**src/rtl/rcal_pkg.sv**
```systemverilog
// Constants for the calendar counter and alarm set-point register block.
// How it works
// - Month counting starts at one, never zero.
// - Binary mode: month holds one to twelve.
// - Decimal mode: month tens 0-1, ones 0-9.
// - Binary mode: year holds zero to ninety-nine.
// - Decimal mode: year holds two packed digits.
// - Binary mode: century holds zero to ninety-nine.
// - Decimal mode: century holds two packed digits.
// - Binary mode: seconds alarm zero to fifty-nine.
// - Decimal mode: seconds alarm tens 0-5, ones 0-9.
// - Binary mode: minutes alarm zero to fifty-nine.
// - Decimal mode: minutes alarm tens 0-5, ones 0-9.
// - Month, year, century writable only while unlocked.
// - Reset leaves all five data registers unchanged.
// - Decimal flag selects binary or packed decimal format.
// - Alarm set points writable regardless of lock.
// - Decimal flag makes counting decimal; alarm comparison is raw in either mode.
// - Seconds alarm matches only when enable bit0 set.
// - Minutes alarm matches only when enable bit1 set.
package rcal_pkg;
   localparam int unsigned ADDR_W = 12;
   localparam int unsigned DATA_W = 32;
   // Register indices; the byte address is four times the index.
   localparam logic [7:0] IDX_MONTH      = 8'hE5;
   localparam logic [7:0] IDX_YEAR       = 8'hE6;
   localparam logic [7:0] IDX_CENTURY    = 8'hE7;
   localparam logic [7:0] IDX_ALARM_SEC  = 8'hE8;
   localparam logic [7:0] IDX_ALARM_MIN  = 8'hE9;
   localparam logic [7:0] IDX_ALARM_CTRL = 8'hEC;
   localparam logic [7:0] IDX_MODE_CTRL  = 8'hED;
   localparam logic [7:0] IDX_STATUS     = 8'hF0;
   localparam logic [7:0] IDX_MASK       = 8'hF1;
   // Field positions.
   localparam int unsigned BIT_SEC_EN   = 0;
   localparam int unsigned BIT_MIN_EN   = 1;
   localparam int unsigned BIT_UNLOCK   = 0;
   localparam int unsigned BIT_DECIMAL  = 5;
   localparam int unsigned BIT_ST_ALARM = 0;
   localparam int unsigned BIT_ST_ROLL  = 1;
   // Counting limits in both formats.
   localparam logic [7:0] MONTH_FIRST    = 8'h01;
   localparam logic [7:0] MONTH_LAST_BIN = 8'h0C;
   localparam logic [7:0] MONTH_LAST_DEC = 8'h12;
   localparam logic [7:0] YEAR_FIRST     = 8'h00;
   localparam logic [7:0] YEAR_LAST_BIN  = 8'h63;
   localparam logic [7:0] YEAR_LAST_DEC  = 8'h99;
   localparam logic [3:0] DIGIT_LAST     = 4'h9;
   // Reset values of the control state.
   localparam logic [1:0] ALARM_EN_RST = 2'h0;
   localparam logic       UNLOCK_RST   = 1'h0;
   localparam logic       DECIMAL_RST  = 1'h0;
   localparam logic [1:0] STATUS_RST   = 2'h0;
   localparam logic [1:0] MASK_RST     = 2'h0;
   // Bus responses.
   localparam logic [1:0] RESP_OKAY   = 2'h0;
   localparam logic [1:0] RESP_DECERR = 2'h3;
endpackage : rcal_pkg

```
**src/rtl/rcal_regs.sv**
```systemverilog
// Calendar counters, alarm set points and their AXI4-Lite register slave.
`timescale 1ns/1ns
`default_nettype none
module rcal_regs (
   input  wire logic                                clk_in,
   input  wire logic                                rst_n_in,
   input  wire logic                                ce_in,
   input  wire logic                                month_carry_in,
   input  wire logic [7:0]                          cur_seconds_in,
   input  wire logic [7:0]                          cur_minutes_in,
   input  wire logic [rcal_pkg::ADDR_W-1:0]         s_axi_awaddr_in,
   input  wire logic                                s_axi_awvalid_in,
   output logic                                     s_axi_awready_out,
   input  wire logic [rcal_pkg::DATA_W-1:0]         s_axi_wdata_in,
   input  wire logic [3:0]                          s_axi_wstrb_in,
   input  wire logic                                s_axi_wvalid_in,
   output logic                                     s_axi_wready_out,
   output logic [1:0]                               s_axi_bresp_out,
   output logic                                     s_axi_bvalid_out,
   input  wire logic                                s_axi_bready_in,
   input  wire logic [rcal_pkg::ADDR_W-1:0]         s_axi_araddr_in,
   input  wire logic                                s_axi_arvalid_in,
   output logic                                     s_axi_arready_out,
   output logic [rcal_pkg::DATA_W-1:0]              s_axi_rdata_out,
   output logic [1:0]                               s_axi_rresp_out,
   output logic                                     s_axi_rvalid_out,
   input  wire logic                                s_axi_rready_in,
   output logic                                     alarm_match_out,
   output logic                                     irq_out
);

   typedef struct packed {
      logic [7:0]                  month;
      logic [7:0]                  year;
      logic [7:0]                  century;
      logic [7:0]                  alarm_sec;
      logic [7:0]                  alarm_min;
      logic [1:0]                  alarm_en;
      logic                        unlock;
      logic                        decimal;
      logic [1:0]                  status;
      logic [1:0]                  mask;
      logic                        alarm_match;
      logic                        irq;
      logic                        aw_got;
      logic                        w_got;
      logic [rcal_pkg::ADDR_W-1:0] aw_addr;
      logic [7:0]                  w_byte;
      logic                        w_lane;
      logic                        aw_rdy;
      logic                        w_rdy;
      logic                        bvalid;
      logic [1:0]                  bresp;
      logic                        ar_rdy;
      logic                        rvalid;
      logic [7:0]                  rbyte;
      logic [1:0]                  rresp;
   } rcal_state_s;

   rcal_state_s st_r;
   rcal_state_s st_nxt;
   logic        rst_q1_r;
   logic        rst_q2_r;
   logic        rst_n;
   logic        wr_now;
   logic [7:0]  wr_idx;
   logic        wr_ok;
   logic [7:0]  rd_idx;
   logic        rd_ok;
   logic        match_now;

   // The reset is released through two flops so that its removal is clean.
   always_ff @(posedge clk_in or negedge rst_n_in) begin
      if (!rst_n_in) begin
         rst_q1_r <= 1'h0;
         rst_q2_r <= 1'h0;
      end else begin
         rst_q1_r <= 1'h1;
         rst_q2_r <= rst_q1_r;
      end
   end
   assign rst_n = rst_q2_r;

   // Word addresses only; anything outside the index space is unmapped.
   function automatic logic addr_ok(input logic [rcal_pkg::ADDR_W-1:0] a);
      addr_ok = (a[1:0] == 2'h0) && (a[rcal_pkg::ADDR_W-1:10] == 2'h0);
   endfunction : addr_ok

   function automatic logic idx_mapped(input logic [7:0] i);
      case (i)
         rcal_pkg::IDX_MONTH, rcal_pkg::IDX_YEAR, rcal_pkg::IDX_CENTURY,
         rcal_pkg::IDX_ALARM_SEC, rcal_pkg::IDX_ALARM_MIN,
         rcal_pkg::IDX_ALARM_CTRL, rcal_pkg::IDX_MODE_CTRL,
         rcal_pkg::IDX_STATUS, rcal_pkg::IDX_MASK: idx_mapped = 1'h1;
         default: idx_mapped = 1'h0;
      endcase
   endfunction : idx_mapped

   // One counting step; bit 8 flags the wrap back to the first value.
   // Decimal mode carries the ones digit into the tens digit at nine.
   function automatic logic [8:0] step(input logic [7:0] v,
                                       input logic [7:0] last,
                                       input logic [7:0] first,
                                       input logic       dec);
      logic [7:0] n;
      n = v + 8'h01;
      if (v == last) begin
         step = {1'h1, first};
      end else if (dec && (v[3:0] == rcal_pkg::DIGIT_LAST)) begin
         step = {1'h0, v[7:4] + 4'h1, 4'h0};
      end else begin
         step = {1'h0, n};
      end
   endfunction : step

   assign wr_now    = st_r.aw_got && st_r.w_got && !st_r.bvalid;
   assign wr_idx    = st_r.aw_addr[9:2];
   assign wr_ok     = addr_ok(st_r.aw_addr) && idx_mapped(wr_idx);
   assign rd_idx    = s_axi_araddr_in[9:2];
   assign rd_ok     = addr_ok(s_axi_araddr_in) && idx_mapped(rd_idx);
   // Raw register contents are compared, so both sides share one format.
   assign match_now = (st_r.alarm_en != 2'h0)
      && (!st_r.alarm_en[rcal_pkg::BIT_SEC_EN]
          || (st_r.alarm_sec == cur_seconds_in))
      && (!st_r.alarm_en[rcal_pkg::BIT_MIN_EN]
          || (st_r.alarm_min == cur_minutes_in));

   always_comb begin
      logic [8:0] m_step;
      logic [8:0] y_step;
      logic [8:0] c_step;
      logic [7:0] mlast;
      logic [7:0] ylast;
      logic [1:0] events;
      logic       rd_status;
      logic [7:0] rv;
      st_nxt    = st_r;
      m_step    = 9'h000;
      y_step    = 9'h000;
      c_step    = 9'h000;
      events    = 2'h0;
      rd_status = 1'h0;
      rv        = 8'h00;
      // The decimal flag as it stands now picks the counting limits.
      mlast = st_r.decimal ? rcal_pkg::MONTH_LAST_DEC
                           : rcal_pkg::MONTH_LAST_BIN;
      ylast = st_r.decimal ? rcal_pkg::YEAR_LAST_DEC
                           : rcal_pkg::YEAR_LAST_BIN;
      if (ce_in) begin
         // Calendar counting; runs whatever the lock state.
         if (month_carry_in) begin
            m_step = step(st_r.month, mlast, rcal_pkg::MONTH_FIRST,
                          st_r.decimal);
            st_nxt.month = m_step[7:0];
            if (m_step[8]) begin
               y_step = step(st_r.year, ylast, rcal_pkg::YEAR_FIRST,
                             st_r.decimal);
               st_nxt.year = y_step[7:0];
               if (y_step[8]) begin
                  c_step = step(st_r.century, ylast, rcal_pkg::YEAR_FIRST,
                                st_r.decimal);
                  st_nxt.century = c_step[7:0];
                  events[rcal_pkg::BIT_ST_ROLL] = 1'h1;
               end
            end
         end

         // Write channels are taken independently, in either order.
         if (s_axi_awvalid_in && st_r.aw_rdy) begin
            st_nxt.aw_got  = 1'h1;
            st_nxt.aw_addr = s_axi_awaddr_in;
         end
         if (s_axi_wvalid_in && st_r.w_rdy) begin
            st_nxt.w_got  = 1'h1;
            st_nxt.w_byte = s_axi_wdata_in[7:0];
            st_nxt.w_lane = s_axi_wstrb_in[0];
         end
         if (st_r.bvalid && s_axi_bready_in) begin
            st_nxt.bvalid = 1'h0;
         end
         // A bus write lands after counting, so software wins a collision.
         if (wr_now) begin
            st_nxt.aw_got = 1'h0;
            st_nxt.w_got  = 1'h0;
            st_nxt.bvalid = 1'h1;
            st_nxt.bresp  = wr_ok ? rcal_pkg::RESP_OKAY : rcal_pkg::RESP_DECERR;
            if (wr_ok && st_r.w_lane) begin
               case (wr_idx)
                  rcal_pkg::IDX_MONTH: begin
                     if (st_r.unlock) begin
                        st_nxt.month = st_r.w_byte;
                     end
                  end
                  rcal_pkg::IDX_YEAR: begin
                     if (st_r.unlock) begin
                        st_nxt.year = st_r.w_byte;
                     end
                  end
                  rcal_pkg::IDX_CENTURY: begin
                     if (st_r.unlock) begin
                        st_nxt.century = st_r.w_byte;
                     end
                  end
                  rcal_pkg::IDX_ALARM_SEC: begin
                     st_nxt.alarm_sec = st_r.w_byte;
                  end
                  rcal_pkg::IDX_ALARM_MIN: begin
                     st_nxt.alarm_min = st_r.w_byte;
                  end
                  rcal_pkg::IDX_ALARM_CTRL: begin
                     st_nxt.alarm_en = st_r.w_byte[1:0];
                  end
                  rcal_pkg::IDX_MODE_CTRL: begin
                     st_nxt.unlock  = st_r.w_byte[rcal_pkg::BIT_UNLOCK];
                     st_nxt.decimal = st_r.w_byte[rcal_pkg::BIT_DECIMAL];
                  end
                  rcal_pkg::IDX_MASK: begin
                     st_nxt.mask = st_r.w_byte[1:0];
                  end
                  default: begin
                     // Status is read-only; a write to it is dropped and still answered OKAY.
                     st_nxt.bresp = rcal_pkg::RESP_OKAY;
                  end
               endcase
            end
         end
         st_nxt.aw_rdy = !st_nxt.aw_got && !st_nxt.bvalid;
         st_nxt.w_rdy  = !st_nxt.w_got && !st_nxt.bvalid;

         // Read: data is sampled at the address edge and held until taken.
         if (st_r.rvalid && s_axi_rready_in) begin
            st_nxt.rvalid = 1'h0;
         end
         if (s_axi_arvalid_in && st_r.ar_rdy) begin
            case (rd_idx)
               rcal_pkg::IDX_MONTH:      rv = st_r.month;
               rcal_pkg::IDX_YEAR:       rv = st_r.year;
               rcal_pkg::IDX_CENTURY:    rv = st_r.century;
               rcal_pkg::IDX_ALARM_SEC:  rv = st_r.alarm_sec;
               rcal_pkg::IDX_ALARM_MIN:  rv = st_r.alarm_min;
               rcal_pkg::IDX_ALARM_CTRL: rv = {6'h00, st_r.alarm_en};
               rcal_pkg::IDX_MODE_CTRL: begin
                  rv = 8'h00;
                  rv[rcal_pkg::BIT_UNLOCK]  = st_r.unlock;
                  rv[rcal_pkg::BIT_DECIMAL] = st_r.decimal;
               end
               rcal_pkg::IDX_STATUS:     rv = {6'h00, st_r.status};
               rcal_pkg::IDX_MASK:       rv = {6'h00, st_r.mask};
               default:                  rv = 8'h00;
            endcase
            st_nxt.rvalid = 1'h1;
            st_nxt.rbyte  = rd_ok ? rv : 8'h00;
            st_nxt.rresp  = rd_ok ? rcal_pkg::RESP_OKAY : rcal_pkg::RESP_DECERR;
            rd_status     = rd_ok && (rd_idx == rcal_pkg::IDX_STATUS);
         end
         st_nxt.ar_rdy = !st_nxt.rvalid;

         // Alarm event on the rising edge of the match condition.
         st_nxt.alarm_match = match_now;
         events[rcal_pkg::BIT_ST_ALARM] = match_now && !st_r.alarm_match;
         // A new event in the clearing read's cycle stays set.
         st_nxt.status = (rd_status ? 2'h0 : st_r.status) | events;
         st_nxt.irq    = (st_nxt.status & st_nxt.mask) != 2'h0;
      end
   end

   // Data registers take no reset value and ride through a reset.
   always_ff @(posedge clk_in or negedge rst_n) begin
      if (!rst_n) begin
         st_r.alarm_en    <= rcal_pkg::ALARM_EN_RST;
         st_r.unlock      <= rcal_pkg::UNLOCK_RST;
         st_r.decimal     <= rcal_pkg::DECIMAL_RST;
         st_r.status      <= rcal_pkg::STATUS_RST;
         st_r.mask        <= rcal_pkg::MASK_RST;
         st_r.alarm_match <= 1'h0;
         st_r.irq         <= 1'h0;
         st_r.aw_got      <= 1'h0;
         st_r.w_got       <= 1'h0;
         st_r.aw_addr     <= 12'h000;
         st_r.w_byte      <= 8'h00;
         st_r.w_lane      <= 1'h0;
         st_r.aw_rdy      <= 1'h0;
         st_r.w_rdy       <= 1'h0;
         st_r.bvalid      <= 1'h0;
         st_r.bresp       <= rcal_pkg::RESP_OKAY;
         st_r.ar_rdy      <= 1'h0;
         st_r.rvalid      <= 1'h0;
         st_r.rbyte       <= 8'h00;
         st_r.rresp       <= rcal_pkg::RESP_OKAY;
      end else begin
         st_r <= st_nxt;
      end
   end

   assign s_axi_awready_out = st_r.aw_rdy;
   assign s_axi_wready_out  = st_r.w_rdy;
   assign s_axi_bvalid_out  = st_r.bvalid;
   assign s_axi_bresp_out   = st_r.bresp;
   assign s_axi_arready_out = st_r.ar_rdy;
   assign s_axi_rvalid_out  = st_r.rvalid;
   assign s_axi_rdata_out   = {24'h000000, st_r.rbyte};
   assign s_axi_rresp_out   = st_r.rresp;
   assign alarm_match_out   = st_r.alarm_match;
   assign irq_out           = st_r.irq;
endmodule : rcal_regs
`default_nettype wire

```
**config.mk**
```make
export PLATFORM = sky130hd
export DESIGN_NAME = rcal_regs
export DESIGN_NICKNAME = d
export VERILOG_FILES = /design/src/rtl/rcal_pkg.sv /design/src/rtl/rcal_regs.sv
export SDC_FILE = /design/constraint.sdc
export NUM_CORES = 1
export LEC_CHECK = 0
export BUFFER_PORTS_ARGS = -buffer_cell sky130_fd_sc_hd__buf_4
export CAP_MARGIN = 20
export CORE_MARGIN = 10
export CORE_UTILIZATION = 30
export DETAILED_ROUTE_END_ITERATION = 8
export SKIP_CTS_REPAIR_TIMING = 1
export SLEW_MARGIN = 20
export SYNTH_ARGS = -nofsm -noshare
export SYNTH_HDL_FRONTEND = slang
export SYNTH_SLANG_ARGS = --single-unit
```
**constraint.sdc**
```tcl
create_clock -name clk_in -period 2 [get_ports clk_in]
set_input_delay 0.4 -clock clk_in [delete_from_list [all_inputs] [get_ports clk_in]]
set_output_delay 0.4 -clock clk_in [all_outputs]
set_load 0.02 [all_outputs]
```
==> impl_results.md, run 1 <==
- Port bufs: 76
- Clock Path Buffers: 2
- Fin cells: 891
- Met3 Use GR: 4.577%
- Starting DRT DRC Count: 285
- Initial antenna violation count: 0
- GRT Residual Overflow: 0
- Failing checks: setup timing
- Synth Cell Area: 5480 sq um
- Setup CP Type: register to register
- Post-synth top area share: 22.83%
- Final ANT Viol Nets: 0
- Worst Setup End Kind: register
- #FFs+latches synth: 90
- CTS sink cnt: 90
- Post-synthesis instance total: 523
- Share of layout cells above drive strength 1: 40.03%
- Overall power: 5.692 mW
- Setup TNS: -5.087 ns
- Pins Over Slew Limit: 0
- Final Hold Fails: 0
- Critical Path RT: 2.10 ns
- Register area: 2457 sq um
- Hold endpoint: st_r[27]
- Final Cell Area: 7279 sq um
- CTS buffer count: 9
- Worst hold path type: input pin to register
- PnR worst setup slack: -0.2172 ns
- Setup-failing EPs final: 44
- Placed Area: 6658 sq um
- Post-synthesis sequential area ratio: 44.75%
- Clk_lat worst skew: 0.35 ns
- Met1 Usage GRT: 15.23%
- Area grow syn2layout: 32.83%
- Critical Path Source Type: register
- R2R Setup Slk: -0.22 ns
- Grt met2 use: 19.17%
- Critical R2R Launch: st_r[46]
- Pin count of the biggest net entering global routing: 49
- DRT Wirelength: 15.51 mm
- CP Max Fanout: 7
- GP Congestion: 0.8967
- Top-count cell post-synth: dfrtp_1
- Power per standard cell area: 781.9 nW/um^2
- Slew @ Worst Pin: 0.6375 ns
- Status: complete, but fails checks
- Gr busiest metal: met2
- Worst hold path startpoint: s_axi_awaddr_in[1]
- Pre-CTS setup slack: -0.2859 ns
- Final Skew: 0.007300 ns
- H-Tree Depth: 3
- Synthesis Warnings: 0
- Fin crit period: 2.217 ns
- Async set or reset register ratio after synthesis: 55.56%
- Ranking of synthesized cells by area: dfrtp_1 (23%), edfxtp_1 (22%), mux2_2 (7.6%), buf_4 (5.1%), nand2_1 (2.7%)
- N_diodes: 0
- All-Layer GR Usage: 12.32%
- Router iterations before antenna repair: 5
- Worst slew margin: 57.50%
- Peak supply drop: 589.8 uV
- Drt via density: 5.061
- Filler cells: 1719
- Die X: 155.2 um
- Hold path depth: 2
- Post-synth top cells: dfrtp_1 (50), edfxtp_1 (40), nand2_1 (39)
- Placed cell count: 865
- Die Span Y: 155.2 um
- DP Wirelength: 11.86 mm
- # nets final: 751
- Critical Path AT: 2.32 ns
- # DRC: 0
- Cell variety after synth: 74
- First-pass GRT wire length: 23.69 mm
- Mean Syn Cell Area: 10.48 sq um
- Ys flop type: dfrtp_1
- Die area: 24070 sq um
- Fin crit share: 110.9%
- Reg clk slew, reported paths: 0.06 ns
- CTS tree: built
- Post-synth EDFFs: 40
- # IOs: 128
- P_leak: 3.115 nW
- Core Rows: 49
- Depth of the most critical reg-to-reg path: 8
- DR vias: 4509
- DR WL/cell: 17.41 um
- Core Region: 17960 sq um
- Leading area contributor after synthesis: dfrtp_1
- F_max: 451.0 MHz
- Final core utilization: 40.52%
- RSZ-0062 raised after global routing: true
- Max-Cap Viols: 0
- WHS: 0.2828 ns
- Initial Util: 30.51%
- Critical R2R Capture: st_r[80]
- Area of the multi-input gates: 2884 sq um
- Clock root buffer: clkbuf_16
- Vias in the first global route: 4485
layer usage:
layer	wire length, um	vias to the layer above
li1	-	2143
met1	6800	2189
met2	7147	150
met3	1202	27
met4	363	0
met5	0	-
how the worst max path moves through the flow:
stage	endpoint	cells after the start	startpoint	slack [ns]
2_1_floorplan	st_r[74]	5	st_r[29]	-0.15
3_3_place_gp	st_r[70]	6	st_r[46]	-0.22
3_5_place_dp	st_r[70]	6	st_r[46]	-0.29
4_1_cts	st_r[70]	6	st_r[46]	-0.29
5_1_grt	st_r[80]	8	st_r[46]	-0.32
6_report	st_r[80]	8	st_r[46]	-0.22
state kept, by name, indices dropped and copies added, names as in the netlist:
signal	flops
st_r	71
s_axi_rdata_out	8
s_axi_arready_out	1
s_axi_bvalid_out	1
rst_q1_r	1
s_axi_bresp_out	1
alarm_match_out	1
rst_n	1
s_axi_wready_out	1
s_axi_awready_out	1
irq_out	1
s_axi_rresp_out	1
s_axi_rvalid_out	1
cell usage in the layout (no fill, tap or decap), types with 4 or more instances in the layout:
cell type  instances
mux2_2            31
nor2_1            16
dfrtp_1           48
nand2b_1           4
mux2i_1           13
a21oi_1           19
o21ai_0           20
edfxtp_1          40
o21a_1             4
clkbuf_16         10
xor2_1            15
mux2_4             8
conb_1            25
buf_12             4
xnor2_1            6
a221oi_1           8
nor2_2             6
o31ai_1            5
inv_1             23
nand3_1           20
buf_4            144
ha_1               9
nand4_1            4
nor4_1             5
nand2_1           35
o2bb2ai_1          5
o22a_1             4
nor3_1             7
nand4b_1           4
o22ai_1            7
buf_6              9
nor2b_1            4
critical path, cell delays in order (launching register included):
cell	delay, ns
dfrtp_2	0.44
buf_12	0.15
nor4bb_1	0.31
mux2_4	0.24
and3_1	0.22
buf_4	0.17
nand3_1	0.09
xnor2_1	0.15
a22o_1	0.20
area by class of cell:
type                       instances  share of cell area, %
sequential                        90                  33.76
clock inverter                     3                 0.2406
clock buffer                      13                  3.438
tap                              229                  3.936
multi-input combinational        374                  39.62
timing repair buffer             159                  17.82
inverter                          23                  1.186
where the power goes:
group          switching (mW)  total [mW]  leakage (nW)  internal, mW
clock                   0.688        1.56         0.130         0.873
combinational           0.665        1.41          2.00         0.744
sequential              0.432        2.72         0.989          2.29
logic make-up after synthesis:
kind of cell | share of synthesized area, %
AO/OA/AOI/OAI | 14.68
XOR/XNOR | 3.356
adder cells (fa/ha/maj) | 2.055
buffers and inverters | 8.676
flip-flops | 44.75
multiplexers | 10.53
other | 0.1370
AND/OR/NAND/NOR | 15.82
Note: power is estimated with default switching activity, not from simulation.
==> inputs of run 2 (changes only) <==
Settings changed: CORE_UTILIZATION 30 to 55, PLACE_DENSITY from default to 0.81.
==> run 2 against run 1 <==
Against the previous run: the run still ends with setup timing left; combinational power barely moved; clock skew increased by 0.011 ns; hold slack got worse by 0.025 ns; clock power shrank 26%; first-iteration DRC count increased by 40%; via count rose by 1.8%; largest cell class unchanged; largest power group unchanged; highest routed layer unchanged.
==> impl_results.md, run 2 (synthesis gave the netlist of run 1 again) <==
- Status: complete, but fails checks
- Failing checks: setup timing
- Sw Ratio: 33.97% (+2.6 points)
- Crit path buf inv count: 2 (unchanged)
- CP Max Fanout: 8 (+1)
- Worst path top cell family by delay: simple AND/OR/NAND/NOR gates
- Share of layout cells above drive strength 1: 38.87% (-1.2 points)
- # DRC: 0 (unchanged)
- Pin count of the biggest net entering global routing: 49 (unchanged)
- Reg clk slew, reported paths: 0.09 ns (+0.03 ns)
- Biggest cell delay along the critical path: 0.52 ns (+0.08 ns)
- Setup-failing EPs final: 45 (+2.3%)
- Setup CP Type: register to register
- Filler cells: 700 (-59%)
- GRT Residual Overflow: 0 (unchanged)
- Slew @ Worst Pin: 0.6092 ns (-0.02831 ns)
- Max-Cap Viols: 0 (unchanged)
- Port bufs: 76 (unchanged)
- RSZ-0062 raised after global routing: true
- Initial Util: 56.33% (+26 points)
- Initial antenna violation count: 0 (unchanged)
- GP Congestion: 0.9226 (+2.9%)
- Die Span Y: 119.8 um (-23%)
- Peak supply drop: 796.9 uV (+35%)
- Fin crit period: 2.304 ns (+0.08696 ns)
- DRT Wirelength: 15.31 mm (-1.3%)
- Clock root buffer: clkbuf_8
- Drt via density: 5.820 (+15%)
- H-Tree Depth: 3 (unchanged)
- Fin crit share: 115.2% (+4.3 points)
- Switching power: 1.801 mW (+0.90%)
- # IOs: 128 (unchanged)
- Die area: 14360 sq um (-40%)
- Critical Path Source Type: register
- Core Region: 9729 sq um (-46%)
- Power per standard cell area: 758.6 nW/um^2 (-3.0%)
- PnR worst setup slack: -0.3041 ns (-0.08696 ns)
- First-pass GRT wire length: 23.35 mm (-1.5%)
- Worst Setup End Kind: register
- Final core utilization: 71.84% (+31 points)
- Clock Path Buffers: 2 (unchanged)
- Commonest non-fill, non-tap cell in the layout: buf_4
- Starting DRT DRC Count: 399 (+40%)
- Max reg flops: 71 (unchanged)
- DR vias: 4592 (+1.8%)
- Critical Path RT: 2.12 ns (+0.02 ns)
- Clk_lat worst skew: 0.37 ns (+0.02 ns)
- Vias in the first global route: 4599 (+2.5%)
- Top reg by flops: st_r
- Final ANT Viol Nets: 0 (unchanged)
- Worst hold path type: input pin to register
- # nets final: 745 (-0.80%)
- Placed Area: 6447 sq um (-3.2%)
- CTS tree: built
- DR WL/cell: 19.41 um (+11%)
- Clock share of power: 21.8% (-5.6 points)
- P_leak: 3.021 nW (-3.0%)
- N_diodes: 0 (unchanged)
- CTS buffer count: 9 (unchanged)
- Die X: 119.8 um (-23%)
- DP Wirelength: 11.49 mm (-3.1%)
- Critical-path cell list: nand2b_4 -> or4_4 -> a211oi_4 -> buf_6 -> nand4_4 -> buf_12 -> o22a_1
- Final Cell Area: 6989 sq um (-4.0%)
- Area of the multi-input gates: 2863 sq um (-0.74%)
- Router iterations before antenna repair: 5 (unchanged)
- Core Rows: 36 (-27%)
- Register area: 2457 sq um (unchanged)
- Int Power: 3.501 mW (-10%)
- Flop pwr share: 51.6% (+3.8 points)
- Worst slew margin: 59.39% (+1.9 points)
- F_max: 434.0 MHz (-3.8%)
- Critical Path AT: 2.42 ns (+0.10 ns)
- Critical path's slowest cell: or4_4
- CTS sink cnt: 90 (unchanged)
- Final Skew: 0.01842 ns (+0.01112 ns)
- Final Hold Fails: 0 (unchanged)
- Combinational power share: 26.6% (+1.9 points)
- Area grow syn2layout: 27.53%
- Pins Over Slew Limit: 0 (unchanged)
- Most frequent cells in the layout: buf_4 (139), dfrtp_1 (48), edfxtp_1 (40)
- All-Layer GR Usage: 20.18% (+7.9 points)
[run 2: cell count changes in the layout (fill, tap and decap cells not counted), moves of 3 or more]
cell / before / now
buf_12: 4 / 1
nor2_2: 6 / 3
clkbuf_8: 1 / 10
clkbuf_16: 10 / 2
buf_4: 144 / 139
inv_6: 0 / 3
nor2_4: 1 / 4
nand2_1: 35 / 38
[run 2: cell type report]
class	count	area share, %
repair buffers	153	17.74
inverters	23	1.235
clock inverters	5	0.5013
multi-input cells	374	40.96
well taps	133	2.381
flip-flops and latches	90	35.16
clock buffers	11	2.023
[run 2: layer usage]
metal	GRT usage, %	part of all wire [%]	vias up
met5	0	0	-
met4	6.033	2.1	0
met3	5.204	6.2	29
met2	35.59	50	173
met1	23.57	41	2263
li1	-	-	2127
[run 2: path summary, 6_finish.rpt]
| path | start | to | slack, ns | cells past startpoint |
|---|---|---|---|---|
| worst max-delay path | st_r[31] | st_r[69] | -0.30 | 7 |
| worst min-delay path | s_axi_wdata_in[6] | st_r[24] | 0.26 | 2 |
| worst max register to register | st_r[31] | st_r[69] | -0.30 | 7 |
| worst min register to register | rst_q1_r | rst_n | 0.37 | 0 |
| max in group asynchronous | rst_n | st_r[46] | 1.12 | 1 |
| min in group asynchronous | rst_n_in | rst_n | 0.33 | 2 |
[run 2: power by group through the flow]
stage	Combinational [mW]	Sequential (mW)	Clock, mW
CTS	1.31	2.68	1.18
floorplan	0.754	2.63	0
finish	1.41	2.74	1.16
detailed placement	1.30	2.72	0
global placement	1.23	2.69	0
global route	1.53	2.76	1.24
[run 2: per-stage QoR]
step	setup WS [ns]	cells	hold WS [ns]	power (mW)	TNS (ns)
finish	-0.3041	789	0.2577	5.302	-9.275
CTS	-0.2923	778	-0.2225	5.175	-9.252
detailed placement	-0.2440	762	0.1847	4.025	-7.004
global placement	-0.2064	762	0.1841	3.923	-4.107
global route	-0.3350	789	0.2475	5.537	-11.54
floorplan	-0.1507	546	0.1044	3.386	-3.563
